`src/common/pot_map.svh`:
```
// register offsets, reset values and field positions of the pattern
// output enable and trigger select block
// assumes a 6-bit wishbone byte address, one aligned 32-bit word per register
`ifndef POT_MAP_SVH
`define POT_MAP_SVH

`define POT_OFS_LOW_EN 6'h00
`define POT_OFS_HIGH_EN 6'h04
`define POT_OFS_TRIG 6'h08
`define POT_OFS_PORT_A 6'h0C
`define POT_OFS_PORT_B 6'h10

`define POT_RST_LOW_EN 8'h00
`define POT_RST_HIGH_EN 8'h00
`define POT_RST_TRIG 8'hFF
`define POT_RST_PORT 8'h00

`define POT_GRP3_LSB 6
`define POT_GRP2_LSB 4
`define POT_GRP1_LSB 2
`define POT_GRP0_LSB 0

`endif

```
`src/common/pot_pkg.sv`:
```
// shared types of the pattern output enable and trigger select block
// assumes pot_map.svh supplies offsets and reset values
package pot_pkg;
	typedef logic [7:0] pot_byte_t;
	typedef enum logic [1:0] {
		POT_CH0 = 2'h0,
		POT_CH1 = 2'h1,
		POT_CH2 = 2'h2,
		POT_CH3 = 2'h3
	} pot_chan_e;
endpackage

```
`src/logic/pot_group.sv`:
```
// one group of four pattern outputs: trigger pick and data latch
// assumes strobes and next data come from logic on core_clk
`timescale 1ns/1ns
module pot_group
	import pot_pkg::*;
(
	input wire logic core_clk,
	input wire logic rst_n,
	input wire logic clear,
	input wire logic [1:0] trig_sel,
	input wire logic [3:0] cmp_match,
	input wire logic [3:0] enable,
	input wire logic [3:0] next_data,
	input wire logic sw_write,
	input wire logic [3:0] sw_data,
	output logic [3:0] latch
);
	pot_chan_e chan;
	logic fire;
	logic [3:0] next_latch;

	assign chan = pot_chan_e'(trig_sel);

	always_comb begin
		case (chan)
			POT_CH0: fire = cmp_match[0];
			POT_CH1: fire = cmp_match[1];
			POT_CH2: fire = cmp_match[2];
			POT_CH3: fire = cmp_match[3];
			default: fire = 1'b0;
		endcase
	end

	always_comb begin
		next_latch = latch;
		// write lock; enabled bits refuse software data
		if (sw_write) begin
			next_latch = (latch & enable) | (sw_data & ~enable);
		end
		if (fire) begin
			next_latch = (next_latch & ~enable) | (next_data & enable);
		end
	end

	always_ff @(posedge core_clk or negedge rst_n) begin
		if (!rst_n) begin
			latch <= 4'h0;
		end else if (clear) begin
			latch <= 4'h0;
		end else begin
			latch <= next_latch;
		end
	end
endmodule

```
`src/logic/pot_top.sv`:
```
// pattern output enable and trigger select with its port data latches
// assumes timer strobes, next data and port direction are on core_clk;
// registers reached over a classic wishbone slave, 8-bit data in lane 0
//
// Added by the designer: the placing of the registers and the Wishbone slave port.
`timescale 1ns/1ns
`include "pot_map.svh"

// Summary of operation
// - enabled low outputs copy next data into port A latch on trigger
// - disabled low outputs keep port A latch bit unchanged on trigger
// - low enable register clears on reset and hardware standby only
// - enabled high outputs copy next data into port B latch on trigger
// - disabled high outputs keep port B latch bit unchanged on trigger
// - high enable register clears on reset and hardware standby only
// - trigger select resets to all ones, channel 3 for every group
// - select bits 7:6 pick the timer channel for outputs 15 to 12
// - select bits 5:4 pick the timer channel for outputs 11 to 8
// - select bits 3:2 pick the timer channel for outputs 7 to 4
// - select bits 1:0 pick the timer channel for outputs 3 to 0
// - trigger per group, enable per bit, all registers read and write
// - enabled latch bits ignore software writes, only transfers, reset and hardware standby change them
// - transfer still happens while the pin direction is input
module pot_top
	import pot_pkg::*;
(
	input wire logic core_clk,
	input wire logic rst_n,
	input wire logic hw_standby,
	input wire logic wb_cyc_i,
	input wire logic wb_stb_i,
	input wire logic wb_we_i,
	input wire logic [5:0] wb_adr_i,
	input wire logic [3:0] wb_sel_i,
	input wire logic [31:0] wb_dat_i,
	output logic [31:0] wb_dat_o,
	output logic wb_ack_o,
	input wire logic [3:0] cmp_match_a,
	input wire logic [7:0] low_next_data,
	input wire logic [7:0] high_next_data,
	input wire logic [15:0] port_dir,
	output logic [15:0] pattern_out,
	output logic [15:0] pattern_oe
);
	pot_byte_t low_next_data_enable;
	pot_byte_t high_next_data_enable;
	pot_byte_t group_trigger_select;
	logic [7:0] port_a_latch;
	logic [7:0] port_b_latch;
	logic [15:0] all_enable;
	logic [15:0] all_next;
	logic [15:0] all_latch;
	logic bus_req;
	logic bus_write;
	logic wr_port_a;
	logic wr_port_b;
	logic [31:0] next_rd_data;

	assign bus_req = wb_cyc_i && wb_stb_i;
	// a write lands on the edge that sees ack, like the master takes it
	assign bus_write = bus_req && wb_we_i && wb_ack_o && wb_sel_i[0];
	assign wr_port_a = bus_write && (wb_adr_i == `POT_OFS_PORT_A);
	assign wr_port_b = bus_write && (wb_adr_i == `POT_OFS_PORT_B);

	always_ff @(posedge core_clk or negedge rst_n) begin
		if (!rst_n) begin
			wb_ack_o <= 1'b0;
		end else begin
			wb_ack_o <= bus_req && !wb_ack_o;
		end
	end

	always_comb begin
		case (wb_adr_i)
			`POT_OFS_LOW_EN: next_rd_data = {24'h00_0000, low_next_data_enable};
			`POT_OFS_HIGH_EN: next_rd_data = {24'h00_0000, high_next_data_enable};
			`POT_OFS_TRIG: next_rd_data = {24'h00_0000, group_trigger_select};
			`POT_OFS_PORT_A: next_rd_data = {24'h00_0000, port_a_latch};
			`POT_OFS_PORT_B: next_rd_data = {24'h00_0000, port_b_latch};
			default: next_rd_data = 32'h0000_0000;
		endcase
	end

	always_ff @(posedge core_clk or negedge rst_n) begin
		if (!rst_n) begin
			wb_dat_o <= 32'h0000_0000;
		end else if (bus_req && !wb_ack_o && !wb_we_i) begin
			wb_dat_o <= next_rd_data;
		end
	end

	always_ff @(posedge core_clk or negedge rst_n) begin
		if (!rst_n) begin
			low_next_data_enable <= `POT_RST_LOW_EN;
		end else if (hw_standby) begin
			low_next_data_enable <= `POT_RST_LOW_EN;
		end else if (bus_write && wb_adr_i == `POT_OFS_LOW_EN) begin
			low_next_data_enable <= wb_dat_i[7:0];
		end
	end

	always_ff @(posedge core_clk or negedge rst_n) begin
		if (!rst_n) begin
			high_next_data_enable <= `POT_RST_HIGH_EN;
		end else if (hw_standby) begin
			high_next_data_enable <= `POT_RST_HIGH_EN;
		end else if (bus_write && wb_adr_i == `POT_OFS_HIGH_EN) begin
			high_next_data_enable <= wb_dat_i[7:0];
		end
	end

	always_ff @(posedge core_clk or negedge rst_n) begin
		if (!rst_n) begin
			group_trigger_select <= `POT_RST_TRIG;
		end else if (hw_standby) begin
			group_trigger_select <= `POT_RST_TRIG;
		end else if (bus_write && wb_adr_i == `POT_OFS_TRIG) begin
			group_trigger_select <= wb_dat_i[7:0];
		end
	end

	// direction only shapes the pin driver, latch runs anyway
	always_ff @(posedge core_clk or negedge rst_n) begin
		if (!rst_n) begin
			pattern_oe <= 16'h0000;
		end else begin
			pattern_oe <= port_dir;
		end
	end

	assign all_enable = {high_next_data_enable, low_next_data_enable};
	assign all_next = {high_next_data, low_next_data};

	// one trigger per group of four
	genvar g;
	generate
		for (g = 0; g < 4; g++) begin : grp
			pot_group u_group (
				.core_clk(core_clk),
				.rst_n(rst_n),
				.clear(hw_standby),
				.trig_sel(group_trigger_select[2*g+1:2*g]),
				.cmp_match(cmp_match_a),
				.enable(all_enable[4*g+3:4*g]),
				.next_data(all_next[4*g+3:4*g]),
				.sw_write(g < 2 ? wr_port_a : wr_port_b),
				.sw_data(wb_dat_i[4*(g%2)+3:4*(g%2)]),
				.latch(all_latch[4*g+3:4*g])
			);
		end
	endgenerate

	assign port_a_latch = all_latch[7:0];
	assign port_b_latch = all_latch[15:8];
	assign pattern_out = all_latch;

	// helper: which bits a trigger moves this cycle
	logic [15:0] xfer_mask;
	always_comb begin
		xfer_mask = 16'h0000;
		for (int i = 0; i < 16; i++) begin
			xfer_mask[i] = all_enable[i]
				&& cmp_match_a[group_trigger_select[2*(i/4) +: 2]];
		end
	end
endmodule

```
`config.mk`:
```
export PLATFORM = sky130hd
export DESIGN_NAME = pot_top
export DESIGN_NICKNAME = d
export VERILOG_FILES = /design/src/common/pot_pkg.sv /design/src/logic/pot_group.sv /design/src/logic/pot_top.sv
export VERILOG_INCLUDE_DIRS = /design/src /design/src/common
export SDC_FILE = /design/constraint.sdc
export NUM_CORES = 1
export LEC_CHECK = 0
export BUFFER_PORTS_ARGS = -buffer_cell sky130_fd_sc_hd__buf_4
export CORE_MARGIN = 4
export CORE_UTILIZATION = 40
export CTS_CLUSTER_SIZE = 14
export DETAILED_ROUTE_END_ITERATION = 8
export HOLD_SLACK_MARGIN = 0.15
export PLACE_DENSITY = 0.71
export SLEW_MARGIN = 20
export SYNTH_ARGS = -nofsm -noshare
export SYNTH_HDL_FRONTEND = slang
export SYNTH_HIERARCHICAL = 1
export SYNTH_SLANG_ARGS = --single-unit
```
`constraint.sdc`:
```
create_clock -name core_clk -period 2.3 [get_ports core_clk]
set_input_delay 0.46 -clock core_clk [delete_from_list [all_inputs] [get_ports core_clk]]
set_output_delay 0.46 -clock core_clk [all_outputs]
set_load 0.02 [all_outputs]
```
==> results.json, run 1 <==
{
  "antenna_left": 0,
  "post_cts_buffers": 0,
  "relSlewSlack_pct": 44.7,
  "pwr-share-comb_pct": 15.2,
  "drt_iter0_markers": 144,
  "grt_pass1_vias": 2831,
  "finalNetCount": 486,
  "fin_util_pct": 53.7,
  "grt-ovfl-total": 0,
  "cts_tree": "built",
  "holdWs_ps": 175,
  "ys_top_cells_by_area": "dfrtp_1, dfstp_2, a221oi_1, buf_4, a22o_1",
  "critPathLaunch": "wb_adr_i[1]",
  "grt_pass1_wl_um": 14700,
  "hold_class": "input port to async pin",
  "rsz0062_at_grt": "false",
  "start_kind": "input port",
  "worstPathMaxFanout": 16,
  "r2r_setup_slack_ps": 220,
  "gp_congestion": 0.849,
  "cp-end-kind": "register",
  "seq_area_frac_synth_pct": 49.2,
  "fin_crit_ps": 2260,
  "ir_drop_uv": 218,
  "yosys_warnings": 6,
  "synth_top_area_share_pct": 42.9,
  "drive_gt1_share_pct": 37.6,
  "r2r-start": "wb_ack_o",
  "crit_end": "grp[0].u_group/latch[0]",
  "total_power_uw": 2560,
  "cts_resized": 0,
  "port_buffers": 97,
  "numCtsBuffers": 9,
  "ys_seq_elements": 65,
  "finalHoldViolations": 0,
  "max_cap_viol_count": 0,
  "setup_ws_ps": 40.2,
  "via_per_inst": 5.57,
  "fmax_ghz": 0.443,
  "grt_max_degree": 66,
  "crit_slowest_cell": "or4_4",
  "power.share.sequential_pct": 47.1,
  "outcome": "complete, no violations",
  "row_count": 33,
  "synth_area_leader_cell": "dfrtp_1",
  "cp.arrival_ps": 2500,
  "yosysMostFrequentCell": "dfrtp_1",
  "start_util_pct": 40.9,
  "synth_enable_flop_cells": 0,
  "antenna_found_initial": 0,
  "area_growth_pct": 31.4,
  "drc_errors": 0,
  "synth.distinct_cells": 33,
  "p_clk_share_pct": 37.7,
  "fin_skew_ps": 9.66,
  "worst_pin_slew_ps": 830,
  "yosys-top-cells-count": "dfrtp_1, a221oi_1, buf_4, inv_1",
  "firstDrtPassIters": 4,
  "die_height_um": 99.2,
  "tns_ps": 0,
  "cts_root_buf": "clkbuf_8",
  "synthCells": 290,
  "p_leak_uw": 0.00204,
  "hpwl_um": 6580,
  "critical_path_required_ps": 2540,
  "die_area_um2": 9840,
  "p_int_uw": 1840,
  "clk_pin_slew_ps": 80,
  "wirelength_um": 9070,
  "clkLatencyLatePin_ps": 360,
  "async_flop_share_pct": 100,
  "cts_hold_buf": 0,
  "cts_max_level": 3,
  "postSynthAreaPerCell_um2": 11.5,
  "core_um2": 8130,
  "setup_viol": 0,
  "reg2reg_to": "grp[0].u_group/latch[0]",
  "synth_ff_type": "dfrtp_1",
  "antenna_cells": 0,
  "switching_power_uw": 715,
  "cp_cell_sequence": "buf_4 > or4_4 > or4_1 > nor2_4 > buf_12 > and3b_1 > a221oi_1 > a311oi_1",
  "vias": 2853,
  "rr_worst_depth": 7,
  "finalCritPeriodShare_pct": 98.3,
  "ios": 149,
  "swShare_pct": 27.9,
  "crit_path_max_incr_delay_ps": 530,
  "slew_violations": 0,
  "clkSinkCount": 65,
  "synthesis.area_um2": 3330,
  "dp_slack_ps": -231,
  "post_drt_wl_per_cell_um": 17.7,
  "power.density_nw_per_um2": 585,
  "grt_use_total_pct": 18.8,
  "criticalPathCategory": "input port to register",
  "clk_path_buf_depth": 2,
  "die_width_um": 99.2
}
[routing by layer]
layer  share of wire (%)  vias to the layer above  GRT usage (%)
met5                   0                        -              0
met4                 1.3                        0           6.41
met3                 6.8                        7           5.19
met2                  49                       97           29.7
met1                  43                     1453           25.1
li1                    -                     1296              -
[cell usage in the layout, fill, tap and decap left out, types with 2 or more instances in the layout]
master      n
a211o_1     2
a21boi_0    2
a21oi_1    10
a221oi_1   24
a22o_1     16
a311oi_1   16
a31oi_1     2
and3b_1    16
buf_4     111
clkbuf_1    2
clkbuf_8    9
clkinv_2    2
conb_1     24
dfrtp_1    57
dfstp_2     8
inv_1      18
mux2_2      8
mux2i_1     8
mux4_2      4
nand2_1     3
nand2b_1   16
nand3_1     5
nand3b_1    4
nor2_1     11
nor3_1     10
nor3b_4     2
nor4_4      2
o21ai_0     6
[state kept, by name, indices dropped and copies added, names as in the netlist]
| signal | count |
|---|---|
| wb_ack_o | 1 |
| high_next_data_enable | 8 |
| pattern_oe | 16 |
| low_next_data_enable | 8 |
| wb_dat_o | 8 |
| group_trigger_select | 8 |
| grp.u_group/latch | 16 |
[power groups by stage]
stage / logic [uW] / clock network [uW] / registers, uW
floorplan: 153 / 0 / 1280
global placement: 385 / 0 / 1220
detailed placement: 390 / 0 / 1230
CTS: 391 / 977 / 1210
global route: 418 / 1040 / 1210
finish: 389 / 965 / 1200
[worst min-delay path by stage]
stage / end / cells after the start / slack, ps / startpoint
2_1_floorplan: grp[0].u_group/latch[0] / 0 / 160 / rst_n
3_3_place_gp: wb_ack_o / 1 / 460 / wb_ack_o
3_5_place_dp: wb_ack_o / 1 / 480 / wb_ack_o
4_1_cts: pattern_oe[10] / 1 / 190 / port_dir[10]
5_1_grt: pattern_oe[10] / 1 / 180 / port_dir[10]
6_report: pattern_oe[4] / 1 / 170 / rst_n
[cell type report]
| cell class | count | area [um^2] |
|---|---|---|
| clock buffer | 11 | 131 |
| clock inverter | 5 | 56.3 |
| fill | 734 | 3760 |
| inverter | 18 | 67.6 |
| multi-input combinational | 196 | 1500 |
| sequential | 65 | 1640 |
| tap | 105 | 131 |
| timing repair buffer | 112 | 853 |
[cell families (layout without fill, tap and decap cells)]
family                 count (synthesis)  in the layout  share of synthesized area (%)
AO/OA/AOI/OAI                         78             78                           18.5
AND/OR/NAND/NOR                       74             74                           15.5
multiplexers                          20             20                           7.82
buffers and inverters                 52            146                           8.87
other                                  1             24                          0.113
flip-flops                            65             65                           49.2
[through the flow]
stage	cells	area [um^2]
finish	512	4370
global route	512	4370
CTS	512	4370
detailed placement	496	4180
floorplan	313	3430
global placement	496	4180
[critical path: cells and delay by family]
family | cells | cell delay, ps
simple gates | 4 | 1400
compound gates | 2 | 360
buf+inv | 2 | 260
No activity file was read; power rests on OpenSTA's default activity.
==> inputs of run 2 (changes only) <==
Settings changed: ABC_AREA set to 1, CORE_UTILIZATION 40 to 25, PLACE_DENSITY 0.71 to 0.47.
==> results.json, run 2 <==
{
  "row_count": 45,
  "crit_path_max_incr_delay_ps": 370,
  "antenna_found_initial": 0,
  "relSlewSlack_pct": 59.6,
  "reg2reg_to": "grp[1].u_group/latch[2]",
  "fin_util_pct": 33.3,
  "finalNetCount": 710,
  "synth_compound_area_share_pct": 6.86,
  "drive_gt1_share_pct": 28.5,
  "rr_worst_depth": 9,
  "clk_path_buf_depth": 2,
  "antenna_left": 0,
  "synthesis.area_um2": 3940,
  "synth_xor_area_share_pct": 0,
  "rsz0062_at_grt": "false",
  "ys_seq_elements": 65,
  "grt_use_total_pct": 14.0,
  "port_buffers": 97,
  "vias": 3677,
  "cp_cell_sequence": "nand3_2 > nor3_1 > buf_4 > nand3_1 > nand2_1 > inv_1 > nand2_1 > inv_1 > nor2_1",
  "drt_iter0_markers": 237,
  "synth_top_family_by_area": "simple AND/OR/NAND/NOR gates",
  "start_kind": "register",
  "total_power_uw": 3260,
  "reg_top3": "grp.u_group/latch x16, pattern_oe x16",
  "fin_skew_ps": 8.81,
  "max_cap_viol_count": 0,
  "core_um2": 15300,
  "die_width_um": 134,
  "synth_area_leader_cell": "dfrtp_1",
  "critical_path_required_ps": 2560,
  "cts_tree": "built",
  "start_util_pct": 25.7,
  "clkLatencyLatePin_ps": 340,
  "synth_ff_type": "dfrtp_1",
  "cts_max_level": 3,
  "r2r-start": "wb_ack_o",
  "stdcell_area_um2": 5100,
  "synthAdderAreaFrac_pct": 0,
  "yosys_warnings": 6,
  "fmax_ghz": 0.658,
  "outcome": "complete, no violations",
  "ys_top_cells_by_area": "dfrtp_1, nand2_1, inv_1, nand4_1, dfstp_2",
  "ir_drop_uv": 410,
  "postSynthAreaPerCell_um2": 7.53,
  "yosysMostFrequentCell": "nand2_1",
  "final_cell_mix": "nand2_1, buf_4, inv_1, dfrtp_1, nand3_1",
  "synth_enable_flop_cells": 0,
  "antenna_cells": 0,
  "worstPathMaxFanout": 16,
  "post_cts_buffers": 0,
  "seq_area_frac_synth_pct": 41.5,
  "cts_root_buf": "clkbuf_16",
  "hold_class": "input port to async pin",
  "die_height_um": 134,
  "wirelength_um": 12100,
  "cts_resized": 0,
  "p_leak_uw": 0.00263,
  "crit_slowest_cell": "dfrtp_1",
  "yosys-top-cells-count": "nand2_1, inv_1, dfrtp_1, nand3_1, nand4_1",
  "firstDrtPassIters": 4,
  "grt_pass1_wl_um": 19400,
  "r2r_setup_slack_ps": 780,
  "critPathLaunch": "wb_ack_o",
  "fin_crit_ps": 1520,
  "power.density_nw_per_um2": 640,
  "final_common_cell": "nand2_1",
  "criticalPathCategory": "register to register",
  "cp.arrival_ps": 1780,
  "cp-end-kind": "register",
  "setup_viol": 0,
  "gp_congestion": 0.835,
  "yosys-mux-area-fraction_pct": 0,
  "crit_end": "grp[1].u_group/latch[2]",
  "numCtsBuffers": 9,
  "clk_pin_slew_ps": 50,
  "clkSinkCount": 65,
  "synth.distinct_cells": 25,
  "worst_pin_slew_ps": 606,
  "grt-ovfl-total": 0,
  "post_drt_wl_per_cell_um": 14.3,
  "area_growth_pct": 29.5,
  "tns_ps": 0,
  "die_area_um2": 17800,
  "async_flop_share_pct": 100,
  "via_per_inst": 4.37,
  "grt_max_degree": 44,
  "cts_hold_buf": 0,
  "hpwl_um": 9170,
  "synthSimpleGateAreaFrac_pct": 36.9,
  "grt_pass1_vias": 3506,
  "synthCells": 523,
  "dpl_cell_area_um2": 4830,
  "ios": 149,
  "finalHoldViolations": 0,
  "synth_top_area_share_pct": 36.2,
  "slew_violations": 0,
  "finalCritPeriodShare_pct": 66.1,
  "drc_errors": 0
}
## run 2: layer usage
| metal | routed length, um | share of wire [%] | global-route usage (%) |
|---|---|---|---|
| met5 | 0 | 0 | 0 |
| met4 | 112 | 0.93 | 3.31 |
| met3 | 1090 | 9.0 | 5.55 |
| met2 | 5540 | 46 | 22.2 |
| met1 | 5350 | 44 | 17.9 |
## run 2: logic make-up after synthesis
group / count (synthesis)
other: 1
and+or+nand+nor: 297
DFF: 65
buffers and inverters: 120
AOI/OAI and AO/OA: 40
## run 2: worst min-delay path by stage
stage	startpoint	endpoint	depth (start not counted)
detailed placement	wb_ack_o	wb_ack_o	1
global route	rst_n	pattern_oe[11]	1
global placement	wb_ack_o	wb_ack_o	1
floorplan	rst_n	grp[0].u_group/latch[0]	0
finish	rst_n	pattern_oe[11]	1
CTS	rst_n	pattern_oe[11]	1
## run 2: power by group
part	switching (uW)	leakage, uW	internal (uW)
logic	414	0.00170	256
registers	100	0.000805	1250
clock network	492	0.000130	755
## run 2: cell type report
class	instances	area [um^2]
flip-flops and latches	65	1640
clock inverters	3	17.5
repair buffers	105	801
clock buffers	13	250
multi-input cells	361	1810
well taps	211	264
inverters	84	318
fillers	1702	10200
## run 2: worst max-delay path, delay by kind of cell, from the launching register on
family | cells | cell delay, ps
buffers and inverters | 3 | 320
and+or+nand+nor | 6 | 760
DFF | 1 | 370
## run 2: per-stage QoR
step | hold WS [ps] | cells | worst slack [ps]
finish | 137 | 842 | 780
global route | 170 | 842 | 578
global placement | 482 | 826 | 463
CTS | 151 | 842 | 760
floorplan | 164 | 546 | 588
detailed placement | 485 | 826 | 442
==> inputs of run 3 (changes only) <==
Clock period 2.3 ns to 1.35 ns, I/O delays scaled along.
==> results.json, run 3 (synthesized netlist as in run 2, its figures left out) <==
{
  "outcome": "complete, no violations",
  "cp.arrival_ps": 1560,
  "grt_max_degree": 34,
  "clk_path_buf_depth": 2,
  "ios": 149,
  "antenna_left": 0,
  "gp_congestion": 0.832,
  "grt_pass1_wl_um": 20000,
  "post_drt_wl_per_cell_um": 14.1,
  "finalNetCount": 747,
  "power.density_nw_per_um2": 1020,
  "cts_tree": "built",
  "antenna_cells": 0,
  "clkLatencyLatePin_ps": 330,
  "reg2reg_to": "grp[0].u_group/latch[3]",
  "die_area_um2": 17800,
  "row_count": 45,
  "start_util_pct": 25.7,
  "cp-end-kind": "register",
  "setup_viol": 0,
  "crit_slowest_cell": "dfrtp_2",
  "clkSinkCount": 65,
  "min_from": "wb_dat_i[0]",
  "hpwl_um": 9590,
  "dpl_cell_area_um2": 5000,
  "grtUsageMet1_pct": 18.1,
  "cts_max_level": 3,
  "reg_top3": "grp.u_group/latch x16, pattern_oe x16",
  "rr_worst_depth": 10,
  "swShare_pct": 30.8,
  "worst-path-buf-inv": 3,
  "grt_use_total_pct": 14.2,
  "grt-ovfl-total": 0,
  "busiest_layer": "met2",
  "ir_drop_uv": 836,
  "cpMostUsedCell": "nand2_1",
  "crit_family": "simple AND/OR/NAND/NOR gates",
  "min_path_cells": 3,
  "drt_iter0_markers": 363,
  "numCtsBuffers": 9,
  "port_buffers": 97,
  "critical_path_required_ps": 1570,
  "die_width_um": 134,
  "cp_cell_sequence": "nand3_4 > nor3_4 > buf_6 > nand2_1 > nand2_1 > nand2_1 > inv_1 > nand2_1 > inv_1 > nor2_1",
  "crit_path_max_incr_delay_ps": 390,
  "pwr-share-comb_pct": 21.9,
  "met2_usage_pct": 23.5,
  "power.share.sequential_pct": 41.2,
  "firstDrtPassIters": 4,
  "slew_violations": 0,
  "hold_class": "input port to register",
  "rsz0062_at_grt": "true",
  "criticalPathCategory": "register to register",
  "fin_util_pct": 35.8,
  "wirelength_um": 12400,
  "drc_errors": 0,
  "via_per_inst": 4.33,
  "p_int_uw": 3860,
  "fmax_ghz": 0.748,
  "area_growth_pct": 39.0,
  "nFillCells": 1590,
  "r2r-start": "wb_ack_o",
  "clk_pin_slew_ps": 60,
  "gr-usage-met3_pct": 4.53,
  "cts_root_buf": "clkbuf_16",
  "post_cts_buffers": 0,
  "switching_power_uw": 1710,
  "drive_gt1_share_pct": 31.3,
  "finalCritPeriodShare_pct": 99.0,
  "p_clk_share_pct": 36.9,
  "worstHoldEndpoint": "group_trigger_select[0]",
  "fin_crit_ps": 1340,
  "start_kind": "register",
  "final_common_cell": "nand2_1",
  "max_cap_viol_count": 0,
  "grt_pass1_vias": 3735,
  "core_um2": 15300,
  "fin_skew_ps": 8.30,
  "p_leak_uw": 0.00281,
  "die_height_um": 134,
  "total_power_uw": 5570,
  "vias": 3807,
  "final_cell_mix": "nand2_1, buf_4, inv_1, dfrtp_1",
  "r2r_setup_slack_ps": 10,
  "tns_ps": 0,
  "worstPathMaxFanout": 8,
  "finalHoldViolations": 0,
  "stdcell_area_um2": 5480,
  "antenna_found_initial": 0
}
run 3: changes by cell type in the layout (fill, tap and decap cells not counted), moves of 2 or more:
| cell | before | now |
|---|---|---|
| buf_4 | 104 | 121 |
| nand2_1 | 148 | 144 |
| nand2_2 | 10 | 14 |
| buf_6 | 0 | 2 |
| nor2_1 | 36 | 34 |
| dlygate4sd3_1 | 0 | 17 |
run 3: worst register-to-register path, delay by kind of cell (launching register included):
kind                   cells  cell delay [ps]
AND/OR/NAND/NOR            7              570
buffers and inverters      3              270
flip-flops                 1              390
run 3: cell type report:
type	instances	area (um^2)	area share [%]
Inverter	84	318	5.80
Tap cell	211	264	4.82
Clock buffer	13	240	4.39
Sequential cell	65	1640	29.9
Clock inverter	3	17.5	0.320
Timing Repair Buffer	142	1140	20.8
Multi-Input combinational cell	361	1860	33.9
run 3: power groups by stage:
stage / logic [uW] / clock network, uW / registers [uW]
after CTS: 1230 / 2150 / 2300
after global routing: 1360 / 2240 / 2320
final: 1220 / 2060 / 2300
after floorplan: 580 / 0 / 2400
after detailed placement: 1180 / 0 / 2330
after global placement: 1170 / 0 / 2330
run 3: layer usage:
metal / vias to the layer above / routed length (um)
li1: 1898 / -
met1: 1766 / 5550
met2: 136 / 5850
met3: 7 / 930
met4: 0 / 73
met5: - / 0
run 3: repair_timing:
| action | 4_1_cts | 5_1_grt |
|---|---|---|
| gates cloned | 1 | 0 |
| endpoints found under the hold margin | 35 | 0 |
| hold buffers | 17 | 0 |
| setup endpoints to repair | 8 | 23 |
| pin swaps | 0 | 8 |
| gates resized for setup | 5 | 9 |
run 3: per-stage QoR:
step | hold slack [ps] | worst slack, ps | instances
after floorplan | -25.6 | 10.1 | 546
after CTS | 187 | 5.82 | 879
final | 200 | 13.9 | 879
after global placement | 189 | -197 | 845
after detailed placement | 188 | -232 | 845
after global routing | 200 | -116 | 879
run 3: worst max path at each step:
stage | start | endpoint | slack, ps | cells past startpoint
floorplan | wb_adr_i[2] | grp[2].u_group/latch[0] | 10 | 12
global placement | wb_adr_i[1] | grp[1].u_group/latch[1] | -200 | 12
detailed placement | wb_cyc_i | grp[0].u_group/latch[3] | -230 | 13
CTS | wb_ack_o | grp[0].u_group/latch[3] | 6 | 10
global route | wb_ack_o | grp[1].u_group/latch[2] | -120 | 10
finish | wb_ack_o | grp[0].u_group/latch[3] | 10 | 10
